`src/logic/txfp_pkg.sv`:
```
// constants and types shared by the transmit fifo, formatter and packer
package txfp_pkg;
  localparam int DEPTH = 256;
  localparam int AW = 8;
  localparam int PW = 9;
  localparam int EW = 14;
  localparam int DW = 10;
  localparam logic [PW-1:0] HALF_LEVEL = 9'h080;
  localparam logic [PW-1:0] FULL_LEVEL = 9'h100;
  // fifo entry layout
  localparam int F_SC = 10;
  localparam int F_SVS = 11;
  localparam int F_SOC = 12;
  // qualifier codes {start of cell, special select, violation}
  localparam logic [2:0] Q_DATA = 3'h0;
  localparam logic [2:0] Q_CMD = 3'h2;
  localparam logic [2:0] Q_SOC = 3'h4;
  localparam logic [2:0] Q_EXT = 3'h6;
  localparam logic [2:0] Q_ADDR = 3'h7;
  // special character codes, Cx.y as {y[2:0], x[4:0]}
  localparam logic [7:0] CODE_EXC = 8'hE0;
  localparam logic [7:0] CODE_SOC = 8'h08;
  localparam logic [7:0] CODE_EXT = 8'h09;
  localparam logic [7:0] CODE_ADDR = 8'h0A;
  localparam logic [7:0] CODE_FILL = 8'h05;
  // packer residue counts and encoder buffer depth
  localparam logic [3:0] NB_STEP = 4'h2;
  localparam logic [3:0] NB_FULL = 4'h8;
  localparam logic [1:0] BUF_DEPTH = 2'h2;
  typedef enum logic [1:0] {ST_FETCH, ST_MARK, ST_FILL} txfp_state_t;
endpackage

```
`src/logic/txfp_fifo.sv`:
```
// 256 x 14 transmit fifo with gray pointers and level flags
`timescale 1ns/100ps
module txfp_fifo
  import txfp_pkg::*;
(
  input wire logic clk,
  input wire logic rstn,
  input wire logic wrEn,
  input wire logic [txfp_pkg::EW-1:0] wrData,
  input wire logic rdEn,
  output logic [txfp_pkg::EW-1:0] rdData,
  output logic rdEmpty,
  output logic emptyFlag,
  output logic halfFlag,
  output logic fullFlag
);
  import txfp_pkg::*;

  function automatic logic [PW-1:0] gray2bin(input logic [PW-1:0] g);
    logic [PW-1:0] b;
    b[PW-1] = g[PW-1];
    for (int i = PW - 2; i >= 0; i--)
    begin
      b[i] = g[i] ^ b[i+1];
    end
    return b;
  endfunction

  logic [EW-1:0] mem [DEPTH];
  logic [PW-1:0] wrBin_r;
  logic [PW-1:0] rdBin_r;
  logic [PW-1:0] wrGray_r;
  logic [PW-1:0] rdGray_r;
  logic [PW-1:0] rdSync1_r;
  logic [PW-1:0] rdSync2_r;
  logic [PW-1:0] wrSync1_r;
  logic [PW-1:0] wrSync2_r;
  logic [PW-1:0] wrCount;
  logic [PW-1:0] wrBin_nxt;
  logic [PW-1:0] rdBin_nxt;
  logic wrOk;
  logic rdOk;

  // counts from the synchronised far pointer are pessimistic, never unsafe
  assign wrCount = wrBin_r - gray2bin(rdSync2_r);
  assign fullFlag = (wrCount == FULL_LEVEL);
  assign halfFlag = (wrCount >= HALF_LEVEL);
  assign emptyFlag = (wrCount == '0);
  assign rdEmpty = (rdBin_r == gray2bin(wrSync2_r));
  assign wrOk = wrEn && !fullFlag;
  assign rdOk = rdEn && !rdEmpty;
  assign wrBin_nxt = wrBin_r + PW'(1);
  assign rdBin_nxt = rdBin_r + PW'(1);
  assign rdData = mem[rdBin_r[AW-1:0]];

  always_ff @(posedge clk)
  begin
    if (wrOk)
      mem[wrBin_r[AW-1:0]] <= wrData;
  end

  always_ff @(posedge clk)
  begin
    if (!rstn)
    begin
      wrBin_r <= '0;
      wrGray_r <= '0;
    end
    else if (wrOk)
    begin
      wrBin_r <= wrBin_nxt;
      wrGray_r <= wrBin_nxt ^ (wrBin_nxt >> 1);
    end
  end

  always_ff @(posedge clk)
  begin
    if (!rstn)
    begin
      rdBin_r <= '0;
      rdGray_r <= '0;
    end
    else if (rdOk)
    begin
      rdBin_r <= rdBin_nxt;
      rdGray_r <= rdBin_nxt ^ (rdBin_nxt >> 1);
    end
  end

  always_ff @(posedge clk)
  begin
    if (!rstn)
    begin
      rdSync1_r <= '0;
      rdSync2_r <= '0;
      wrSync1_r <= '0;
      wrSync2_r <= '0;
    end
    else
    begin
      rdSync1_r <= rdGray_r;
      rdSync2_r <= rdSync1_r;
      wrSync1_r <= wrGray_r;
      wrSync2_r <= wrSync1_r;
    end
  end
endmodule

```
`src/logic/txfp_formatter.sv`:
```
// transmit write interface, formatter, byte packer and encoder buffer
// Overview of operation
// - cascade model: empty, full flags and write enable are active high
// - cascade model: data captured one clock after the write enable
// - convention select high picks cascade, same address and select steps
// - fifo holds 256 entries of 14 bits, data plus qualifiers
// - entry written only when selected and enable sampled asserted
// - full, half-full and empty flags updated on the write clock
// - all fifo reads come from the formatter state machine
// - qualifiers interpreted only with fifo and encoder both enabled
// - qualifiers 000 and 010 encode data or command normally
// - qualifiers 001, 011, 101 replace the character with C0.7
// - qualifier 100 sends C8.0 then the character
// - qualifier 110 sends C9.0 then the character
// - qualifier 111 sends C10.0 then the character
// - a character after a marker is always sent as data
// - ten-bit packing only while the fifo is enabled
// - four ten-bit words travel in exactly five bytes
// - byte order A lo, B+A, C+B, D+C, D hi, then repeat
// - fifo empty with bits pending: pad the byte and send it
// - padded byte followed by C5.0 and sequencer back to first word
// - utopia model: active low, writes every cycle enable stays asserted
// - special select high sends a special code, low a data code, with start of cell and violation low and ten-bit packing off
`timescale 1ns/100ps
module txfp_formatter
  import txfp_pkg::*;
(
  input wire logic clk,
  input wire logic rstn,
  input wire logic fifoBypassSelect,
  input wire logic encoderBypassSelect,
  input wire logic charWidthSelect,
  input wire logic interfaceConventionSelect,
  input wire logic addressMatchSelectN,
  input wire logic txWriteEnable,
  input wire logic [txfp_pkg::DW-1:0] txData,
  input wire logic specialSelectQualifier,
  input wire logic violationInsertQualifier,
  input wire logic startOfCellQualifier,
  output logic txFifoEmptyFlag,
  output logic txFifoHalfFlag,
  output logic txFifoFullFlag,
  output logic encValid,
  input wire logic encReady,
  output logic [7:0] encData,
  output logic encSpecial
);
  import txfp_pkg::*;

  logic cascade;
  logic enAct;
  logic selected_r;
  logic writeCond;
  logic wrPend_r;
  logic fifoWr;
  logic fifoRd;
  logic [EW-1:0] wrEntry;
  logic [EW-1:0] rdEntry;
  logic rdEmpty;
  logic rawEmpty;
  logic rawHalf;
  logic rawFull;
  logic fmtEn;
  logic packEn;
  logic [2:0] qual;
  txfp_state_t state_r;
  logic [DW-1:0] held_r;
  logic [7:0] acc_r;
  logic [3:0] nb_r;
  logic [15:0] packTmp;
  logic push;
  logic [7:0] pByte;
  logic pSpec;
  logic bufInReady;
  logic [8:0] bufMem [2];
  logic bufWp_r;
  logic bufRp_r;
  logic [1:0] bufCnt_r;
  logic bufPop;

  // write side: polarity and capture timing follow the convention select
  assign cascade = interfaceConventionSelect;
  assign enAct = cascade ? txWriteEnable : !txWriteEnable;
  assign writeCond = fifoBypassSelect && enAct
    && (selected_r || !addressMatchSelectN);
  // cascade writes land one clock late so data trails the enable
  assign fifoWr = cascade ? wrPend_r : writeCond;
  assign wrEntry = {1'b0, startOfCellQualifier, violationInsertQualifier,
    specialSelectQualifier, txData};

  always_ff @(posedge clk)
  begin
    if (!rstn)
      selected_r <= 1'b0;
    else
      selected_r <= enAct && (selected_r || !addressMatchSelectN);
  end

  always_ff @(posedge clk)
  begin
    if (!rstn)
      wrPend_r <= 1'b0;
    else
      wrPend_r <= cascade && writeCond;
  end

  txfp_fifo fifo
  (
    .clk(clk),
    .rstn(rstn),
    .wrEn(fifoWr),
    .wrData(wrEntry),
    .rdEn(fifoRd),
    .rdData(rdEntry),
    .rdEmpty(rdEmpty),
    .emptyFlag(rawEmpty),
    .halfFlag(rawHalf),
    .fullFlag(rawFull)
  );

  always_ff @(posedge clk)
  begin
    if (!rstn)
    begin
      txFifoEmptyFlag <= 1'b0;
      txFifoHalfFlag <= 1'b0;
      txFifoFullFlag <= 1'b0;
    end
    else
    begin
      txFifoEmptyFlag <= cascade ? rawEmpty : !rawEmpty;
      txFifoHalfFlag <= cascade ? rawHalf : !rawHalf;
      txFifoFullFlag <= cascade ? rawFull : !rawFull;
    end
  end

  // read side
  assign fmtEn = fifoBypassSelect && encoderBypassSelect;
  assign packEn = fmtEn && !charWidthSelect;
  assign qual = {rdEntry[F_SOC], rdEntry[F_SC], rdEntry[F_SVS]};
  assign packTmp = ({6'h00, rdEntry[DW-1:0]} << nb_r) | {8'h00, acc_r};

  always_comb
  begin
    push = 1'b0;
    pByte = 8'h00;
    pSpec = 1'b0;
    fifoRd = 1'b0;
    if (fifoBypassSelect && bufInReady)
    begin
      case (state_r)
        ST_FETCH:
          if (packEn)
          begin
            if (nb_r == NB_FULL)
            begin
              push = 1'b1;
              pByte = acc_r;
            end
            else if (!rdEmpty)
            begin
              fifoRd = 1'b1;
              push = 1'b1;
              pByte = packTmp[7:0];
            end
            else if (nb_r != 4'h0)
            begin
              push = 1'b1;
              pByte = acc_r;
            end
          end
          else if (!rdEmpty)
          begin
            fifoRd = 1'b1;
            push = 1'b1;
            pByte = rdEntry[7:0];
            pSpec = rdEntry[F_SC];
            if (fmtEn)
            begin
              case (qual)
                Q_DATA, Q_CMD: pSpec = rdEntry[F_SC];
                Q_SOC:
                begin
                  pByte = CODE_SOC;
                  pSpec = 1'b1;
                end
                Q_EXT:
                begin
                  pByte = CODE_EXT;
                  pSpec = 1'b1;
                end
                Q_ADDR:
                begin
                  pByte = CODE_ADDR;
                  pSpec = 1'b1;
                end
                default:
                begin
                  pByte = CODE_EXC;
                  pSpec = 1'b1;
                end
              endcase
            end
          end
        ST_MARK:
        begin
          push = 1'b1;
          pByte = held_r[7:0];
        end
        ST_FILL:
        begin
          push = 1'b1;
          pByte = CODE_FILL;
          pSpec = 1'b1;
        end
        default:
          push = 1'b0;
      endcase
    end
  end

  always_ff @(posedge clk)
  begin
    if (!rstn)
    begin
      state_r <= ST_FETCH;
      held_r <= '0;
    end
    else if (push)
    begin
      case (state_r)
        ST_FETCH:
          if (packEn && !fifoRd && nb_r != NB_FULL)
            state_r <= ST_FILL;
          else if (fifoRd && fmtEn && !packEn && qual[2] && qual != 3'h5)
          begin
            state_r <= ST_MARK;
            held_r <= rdEntry[DW-1:0];
          end
        default:
          state_r <= ST_FETCH;
      endcase
    end
  end

  // packer residue; leaving ten-bit mode drops any residue
  always_ff @(posedge clk)
  begin
    if (!rstn || !packEn)
    begin
      nb_r <= 4'h0;
      acc_r <= 8'h00;
    end
    else if (push && state_r == ST_FETCH)
    begin
      if (fifoRd)
      begin
        nb_r <= nb_r + NB_STEP;
        acc_r <= packTmp[15:8];
      end
      else
      begin
        nb_r <= 4'h0;
        acc_r <= 8'h00;
      end
    end
  end

  // two-entry buffer absorbs an encoder stall without losing a byte
  assign bufInReady = (bufCnt_r != BUF_DEPTH);
  assign encValid = (bufCnt_r != 2'h0);
  assign bufPop = encValid && encReady;
  assign encData = bufMem[bufRp_r][7:0];
  assign encSpecial = bufMem[bufRp_r][8];

  always_ff @(posedge clk)
  begin
    if (!rstn)
    begin
      bufMem[0] <= 9'h000;
      bufMem[1] <= 9'h000;
    end
    else if (push)
      bufMem[bufWp_r] <= {pSpec, pByte};
  end

  always_ff @(posedge clk)
  begin
    if (!rstn)
    begin
      bufWp_r <= 1'b0;
      bufRp_r <= 1'b0;
      bufCnt_r <= 2'h0;
    end
    else
    begin
      if (push)
        bufWp_r <= !bufWp_r;
      if (bufPop)
        bufRp_r <= !bufRp_r;
      bufCnt_r <= bufCnt_r + {1'b0, push} - {1'b0, bufPop};
    end
  end
endmodule

```
`config.mk`:
```
export PLATFORM = sky130hd
export DESIGN_NAME = txfp_formatter
export DESIGN_NICKNAME = d
export VERILOG_FILES = /design/src/logic/txfp_pkg.sv /design/src/logic/txfp_fifo.sv /design/src/logic/txfp_formatter.sv
export SDC_FILE = /design/constraint.sdc
export NUM_CORES = 2
export LEC_CHECK = 0
export ABC_CLOCK_PERIOD_IN_PS = 6900
export BUFFER_PORTS_ARGS = -buffer_cell sky130_fd_sc_hd__buf_4
export CORE_MARGIN = 3
export CORE_UTILIZATION = 52
export DETAILED_ROUTE_END_ITERATION = 10
export GPL_TIMING_DRIVEN = 1
export PLACE_DENSITY = 0.67
export SLEW_MARGIN = 20
export SYNTH_ARGS = -nofsm -noshare
export SYNTH_HDL_FRONTEND = slang
export SYNTH_SLANG_ARGS = --single-unit
```
`constraint.sdc`:
```
create_clock -name clk -period 6.9 [get_ports clk]
set_input_delay 0 -clock clk [delete_from_list [all_inputs] [get_ports clk]]
set_output_delay 0 -clock clk [all_outputs]
set_load 0.01 [all_outputs]
```
* Yosys cells after proc, flatten, opt, wreduce, memory -nomap -nowiden
Memory sizes are Yosys's and may differ from the RTL's. A register that Yosys moved wholly into a read port is not among the register bits. Index checks and enable logic that the tools add are counted.
Word-level totals: bits in registers 103, memory bits (writable) 3346, input bits 22, output and inout port bits 13, logic and storage cells 153, memories 2
Memory list:
- fifo.mem | words 256, bits a word 13, read ports 1, clocked after memory_dff 1, write ports 1, RTL line txfp_fifo.sv:29 | logic [EW-1:0] mem [DEPTH];
- bufMem | words 2, bits a word 9, read ports 1, clocked after memory_dff 1, write ports 2, RTL line txfp_formatter.sv:75 | logic [8:0] bufMem [2];
Cells by class: add/subtract/negate cells 6, $lt $le $gt $ge 1, equality and inequality tests 13, shift-type cells 1, muxes and demuxes 49, bitwise operators 20, reduce and logical (&&, ||, !) cells 41
Operator list (count):
- 8-bit two-way mux | 10
- 8-bit one-hot mux with 4 select lines | 1
- 1-bit two-way mux | 30
- 8-bit one-hot mux with 3 select lines | 1
- 9-bit by 1-bit adder with 9-bit output, second input constant | 2
- 9-bit by 8-bit bitwise XOR with 9-bit output | 2
- 1-bit logical AND | 17
- 16-bit by 8-bit OR with 16-bit output | 1
- 10-bit by 4-bit left shift with 16-bit output | 1
- 1-bit bitwise XOR | 16
- 1-bit logical NOT | 12
- 3-bit == test, second input constant | 3
- 9-bit == test | 1
- 9-bit == test, second input constant | 1
- 9-bit by 8-bit >= comparator with 1-bit output, second input constant | 1
- 9-bit logical NOT | 1
- 9-bit two-way mux | 1
- 9-bit OR reduction | 1
- 9-bit subtractor | 1
- 2-bit two-way mux | 3
- 3-bit inequality test, second input constant | 2
- 4-bit by 2-bit adder with 4-bit output, second input constant | 1
- 4-bit == test, second input constant | 1
- 4-bit two-way mux | 1
- other kinds (17) | 20

* Depth between registers and ports, before layout
depth after elaboration 21, gate-level depth with buffers 22

* Hierarchy
A second synthesis with hierarchy kept.
Second synthesis, totals: cell total of the unflattened synthesis 6736, area total of the unflattened synthesis 143401.3 um^2
Modules (own cells, without submodules):
- txfp_fifo | instances 1, cells each 6433, area an instance 140463.5 um^2
- txfp_formatter | instances 1, cells each 303, area an instance 2937.8 um^2

* Worst setup path before layout
No wires, ideal clock.
path type flip-flop to flip-flop, start reg fifo.rdSync2_r[8], end mem fifo.mem[219][0] (netlist bit), enable pin, setup time 0.382 ns, arrival time 5.040 ns, required time 6.518 ns, setup slack 1.477 ns, stages on the path, launching flop included 22, buffers on the path 2, clock period less this slack 5.423 ns, cell sequence dfxtp_1 xnor2_1 xor2_1 xor2_1 xor2_1 xor2_1 xor2_1 xor2_1 ha_1 nor2b_1 o21a_1 o21a_1 o21a_1 o21a_1 o21a_1 o21ai_0 a211oi_1 nor3b_1 buf_2 nand3_2 buf_2 nor2_1
On the way: longest elaborated chain between the ends 14
Ends and longest elaborated chain:
- start: declaration | RTL line txfp_fifo.sv:35 | logic [PW-1:0] rdSync2_r;
- start signal: assignment | RTL line txfp_fifo.sv:102 | rdSync2_r <= rdSync1_r;
- 1-bit bitwise XOR (8 in a row) | RTL line txfp_fifo.sv:24 | b[i] = g[i] ^ b[i+1];
- 9-bit subtractor * | RTL line txfp_fifo.sv:45 | assign wrCount = wrBin_r - gray2bin(rdSync2_r);
- 9-bit == test * | RTL line txfp_fifo.sv:46 | assign fullFlag = (wrCount == FULL_LEVEL);
- 1-bit logical NOT * | RTL line txfp_fifo.sv:50 | assign wrOk = wrEn && !fullFlag;
- 1-bit logical AND * | RTL line txfp_fifo.sv:50
- 1-bit two-way mux * | RTL line txfp_fifo.sv:58 | if (wrOk)
- 1-bit two-way mux (not written as such) * | RTL line txfp_fifo.sv:59 | mem[wrBin_r[AW-1:0]] <= wrData;
- end: declaration | RTL line txfp_fifo.sv:29
Mark *: on every way between the ends. The rest lies on a longest branch, timed or not.

* Worst setup path after layout
start reg fifo.rdSync2_r[8], end mem fifo.mem[131][11] (netlist bit), enable pin
The elaborated chain is that of the path after synthesis.

==> reports/metrics.cfg <==
[outcome]
status=finished, final reports clean

[global_route]
grt_busiest_layer=met2
grtUsageTotal=0.278
met3_usage=0.0653
grt_pass1_vias=68600
grt_pass1_wl_um=522000
grt_max_degree=149
grt_use_met2=0.426
grt_overflow=0
antenna_found_initial=15
use_met1=0.392

[logic_synthesis]
yosysSeqAreaShare=0.763
yosys.area_share.adder=0.00186
synth_edf_count=3346
synth_top_family_by_area=multiplexers
synth_top_area_frac=0.746
yosys_warnings=0
synthDistinctLibCells=84
async_flop_share=0
synth_top_area_cell=edfxtp_1
yosys.area_share.simple=0.0290
avgSynthCellArea_um2=20.7
synth-seq-cells=3455
ys_top_cells_by_area=edfxtp_1, mux4_2, mux2i_1, dfxtp_1, a22oi_1
synth-compound-area-share=0.0335
syn-num-nets=6541
synth-xor-area-share=0.00427
syn_inst=6499
netlist_area_um2=135000
synth.area.mux_share=0.150
synth-main-ff-cell=edfxtp_1

[clocking]
h-tree-depth=5
clkTransAtPathRegs_ps=60
clk_latency_ps=970
cts_made_buffers=347
cts_tree=done
ctsRootBufferMaster=clkbuf_16
clkSinkCount=3455
clock_path_buffers=4

[worst_setup_path]
cp-end-kind=flop
critPathMaxFanout=13
critPathKind=flop to flop
worstReg2RegEnd=fifo.mem[131][11]$_DFFE_PP_
startpoint=fifo.rdSync2_r[8]$_SDFF_PN0_
cp.required_ps=7580
reg2reg_depth=23
cp-endpoint=fifo.mem[131][11]$_DFFE_PP_
cp.arrival_ps=7210
cp-start-kind=flop
r2r_slack_ps=380
timing.rr.start=fifo.rdSync2_r[8]$_SDFF_PN0_

[timing]
holdWs_ps=164
fin_tns_setup_ps=0
fin_ws_ps=378
post-route-period-util=0.945
slew-limit-headroom=0.177
timing.final.hold_violations=0
fin_crit_ps=6520
drv_slew=0
max_slew.worst_pin.slew_ps=1230
fmax_ghz=0.153
setup_viol=0
clock_skew_ps=50.1
grt_setup_unrepaired=false

[min_path]
holdCritPathClass=input port to flop

[layout]
fin_nets=7077
drive_gt1_frac=0.253
syn_to_final_growth_pct=13.1
nFillCells=18100
stdcell_count=10700

[run]
max_cap_violations=0

[power]
power_leakage_uw=0.0469
internal_power_uw=34000
p_sw_frac=0.203
seq_power_share=0.540
power_frac_clock=0.424
vdd_drop_max_mv=0.286
p_switching_uw=8690
power_frac_comb=0.037
p_per_area_nw_per_um2=281

[drt]
viasPerCell=6.53
wire_per_inst_um=34.5
wl_um=369000
drt-initial-drc-count=11100
first_pass_iters=7
postRouteAntennaNets=0
drc=0
routed-via-count=69700

[floorplanning]
io_pins=35
die_height_um=515
core_um2=257000
start_util=0.524
fp.dieArea_um2=265000
rows=186
dieWidth_um=515

[placed_design]
gp_congestion=0.912
dp_slack_ps=340
placed_cells=10000
hpwl_um=227000
port_buffers=34

[repair_timing]
action / CTS / global route
setup buffers: 0 / 0
setup endpoints to repair: 0 / 202
gates resized for setup: 0 / 4
endpoints found under the hold margin: 1155 / 0
hold buffers: 30 / 0
[critical path, cell delays in order (launching register included)]
cell,delay (ps)
dfxtp_1,330
xnor2_1,250
xor2_1,250
xor2_1,240
xor2_1,250
xor2_1,270
xor2_1,270
xor2_1,270
ha_1,310
nor2b_1,170
o21a_1,170
o21a_1,170
o21a_1,180
o21a_1,190
or4_1,470
a211o_1,330
nor4b_2,490
nor3b_4,200
buf_4,240
nand3_2,80
buf_4,480
buf_4,310
nor2_1,70
buf_4,250
[sequential cells by signal, indices dropped and copies added, names as in the netlist, 8 cells and up, named ones only]
signal          cells
acc_r               8
bufMem             18
fifo.mem         3328
fifo.rdBin_r        9
fifo.rdGray_r       8
fifo.rdSync1_r      9
fifo.rdSync2_r      9
fifo.wrBin_r        8
fifo.wrGray_r       9
fifo.wrSync1_r      9
fifo.wrSync2_r      9
held_r              8
[cells by family after synthesis]
| family | Yosys count |
|---|---|
| mux | 1081 |
| fa+ha+maj | 20 |
| flops | 3455 |
| buf+inv | 413 |
| compound gates | 638 |
| simple gates | 828 |
| xor+xnor | 64 |
[routing by layer]
metal,vias up,part of all wire
li1,28000,-
met1,36600,0.38
met2,4381,0.47
met3,708,0.11
met4,4,0.045
met5,-,0.000070
[layout by cell type (no fill, tap or decap), types with 30 or more instances in the layout]
master | netlist | routed
edfxtp_1 | 3346 | 3346
mux4_2 | 746 | 746
buf_4 | 84 | 493
clkbuf_16 | 0 | 356
nor2_1 | 341 | 331
mux2i_1 | 312 | 312
a22oi_1 | 272 | 272
nand2_1 | 158 | 158
a21oi_1 | 111 | 111
dfxtp_1 | 109 | 103
nand3_1 | 87 | 85
clkbuf_1 | 115 | 77
clkinv_1 | 0 | 65
clkinv_2 | 0 | 51
and2_1 | 49 | 46
o21ai_0 | 42 | 42
nor2b_1 | 41 | 34
xnor2_1 | 33 | 33
buf_12 | 1 | 33
xor2_1 | 30 | 30
dlygate4sd3_1 | 0 | 30
[cell usage after synthesis, types with 42 or more instances]
library cell and count:
edfxtp_1 3346, nand2_1 158, dfxtp_1 109, clkbuf_1 115
mux2i_1 312, buf_4 84, and2_1 49, nor2_1 341
o21ai_0 42, buf_6 65, a21oi_1 111, mux4_2 746
nand3_1 87, a22oi_1 272, buf_2 97
[metrics by stage]
stage,power [µW],util,instance area [µm²]
floorplan,24300,-,135000
global placement,25000,0.549,141000
detailed placement,25100,0.549,141000
CTS,42900,0.592,152000
global route,43800,0.592,152000
finish,42700,0.592,152000
[how the worst min path moves through the flow]
stage                          start                         end  cells after the start
global placement    fifoBypassSelect         wrPend_r$_SDFF_PN0_                      2
finish                     txData[3]  fifo.mem[231][3]$_DFFE_PP_                      2
global route               txData[1]  fifo.mem[216][1]$_DFFE_PP_                      2
detailed placement  fifoBypassSelect         wrPend_r$_SDFF_PN0_                      2
floorplan                  txData[0]    fifo.mem[0][0]$_DFFE_PP_                      0
CTS                  charWidthSelect      held_r[4]$_SDFFE_PN0P_                      6
[area by class of cell]
| class | count | area [µm²] | share of cell area |
|---|---|---|---|
| antenna | 11 | 27.5 | 0.000181 |
| clock buffer | 439 | 9270 | 0.0609 |
| clock inverter | 165 | 1480 | 0.00972 |
| inverter | 30 | 113 | 0.000740 |
| multi-input combinational | 2631 | 29600 | 0.194 |
| sequential | 3455 | 103000 | 0.674 |
| tap | 3384 | 4230 | 0.0278 |
| timing repair buffer | 570 | 4850 | 0.0319 |
[power by group through the flow]
| stage | registers, µW | clock network (µW) | logic [µW] |
|---|---|---|---|
| 5_1_grt | 23000 | 19100 | 1670 |
| 6_report | 23100 | 18100 | 1580 |
| 4_1_cts | 23000 | 18300 | 1580 |
| 3_5_place_dp | 23500 | 0 | 1570 |
| 2_1_floorplan | 23500 | 0 | 827 |
| 3_3_place_gp | 23500 | 0 | 1540 |
No activity file was read; power rests on OpenSTA's default activity.
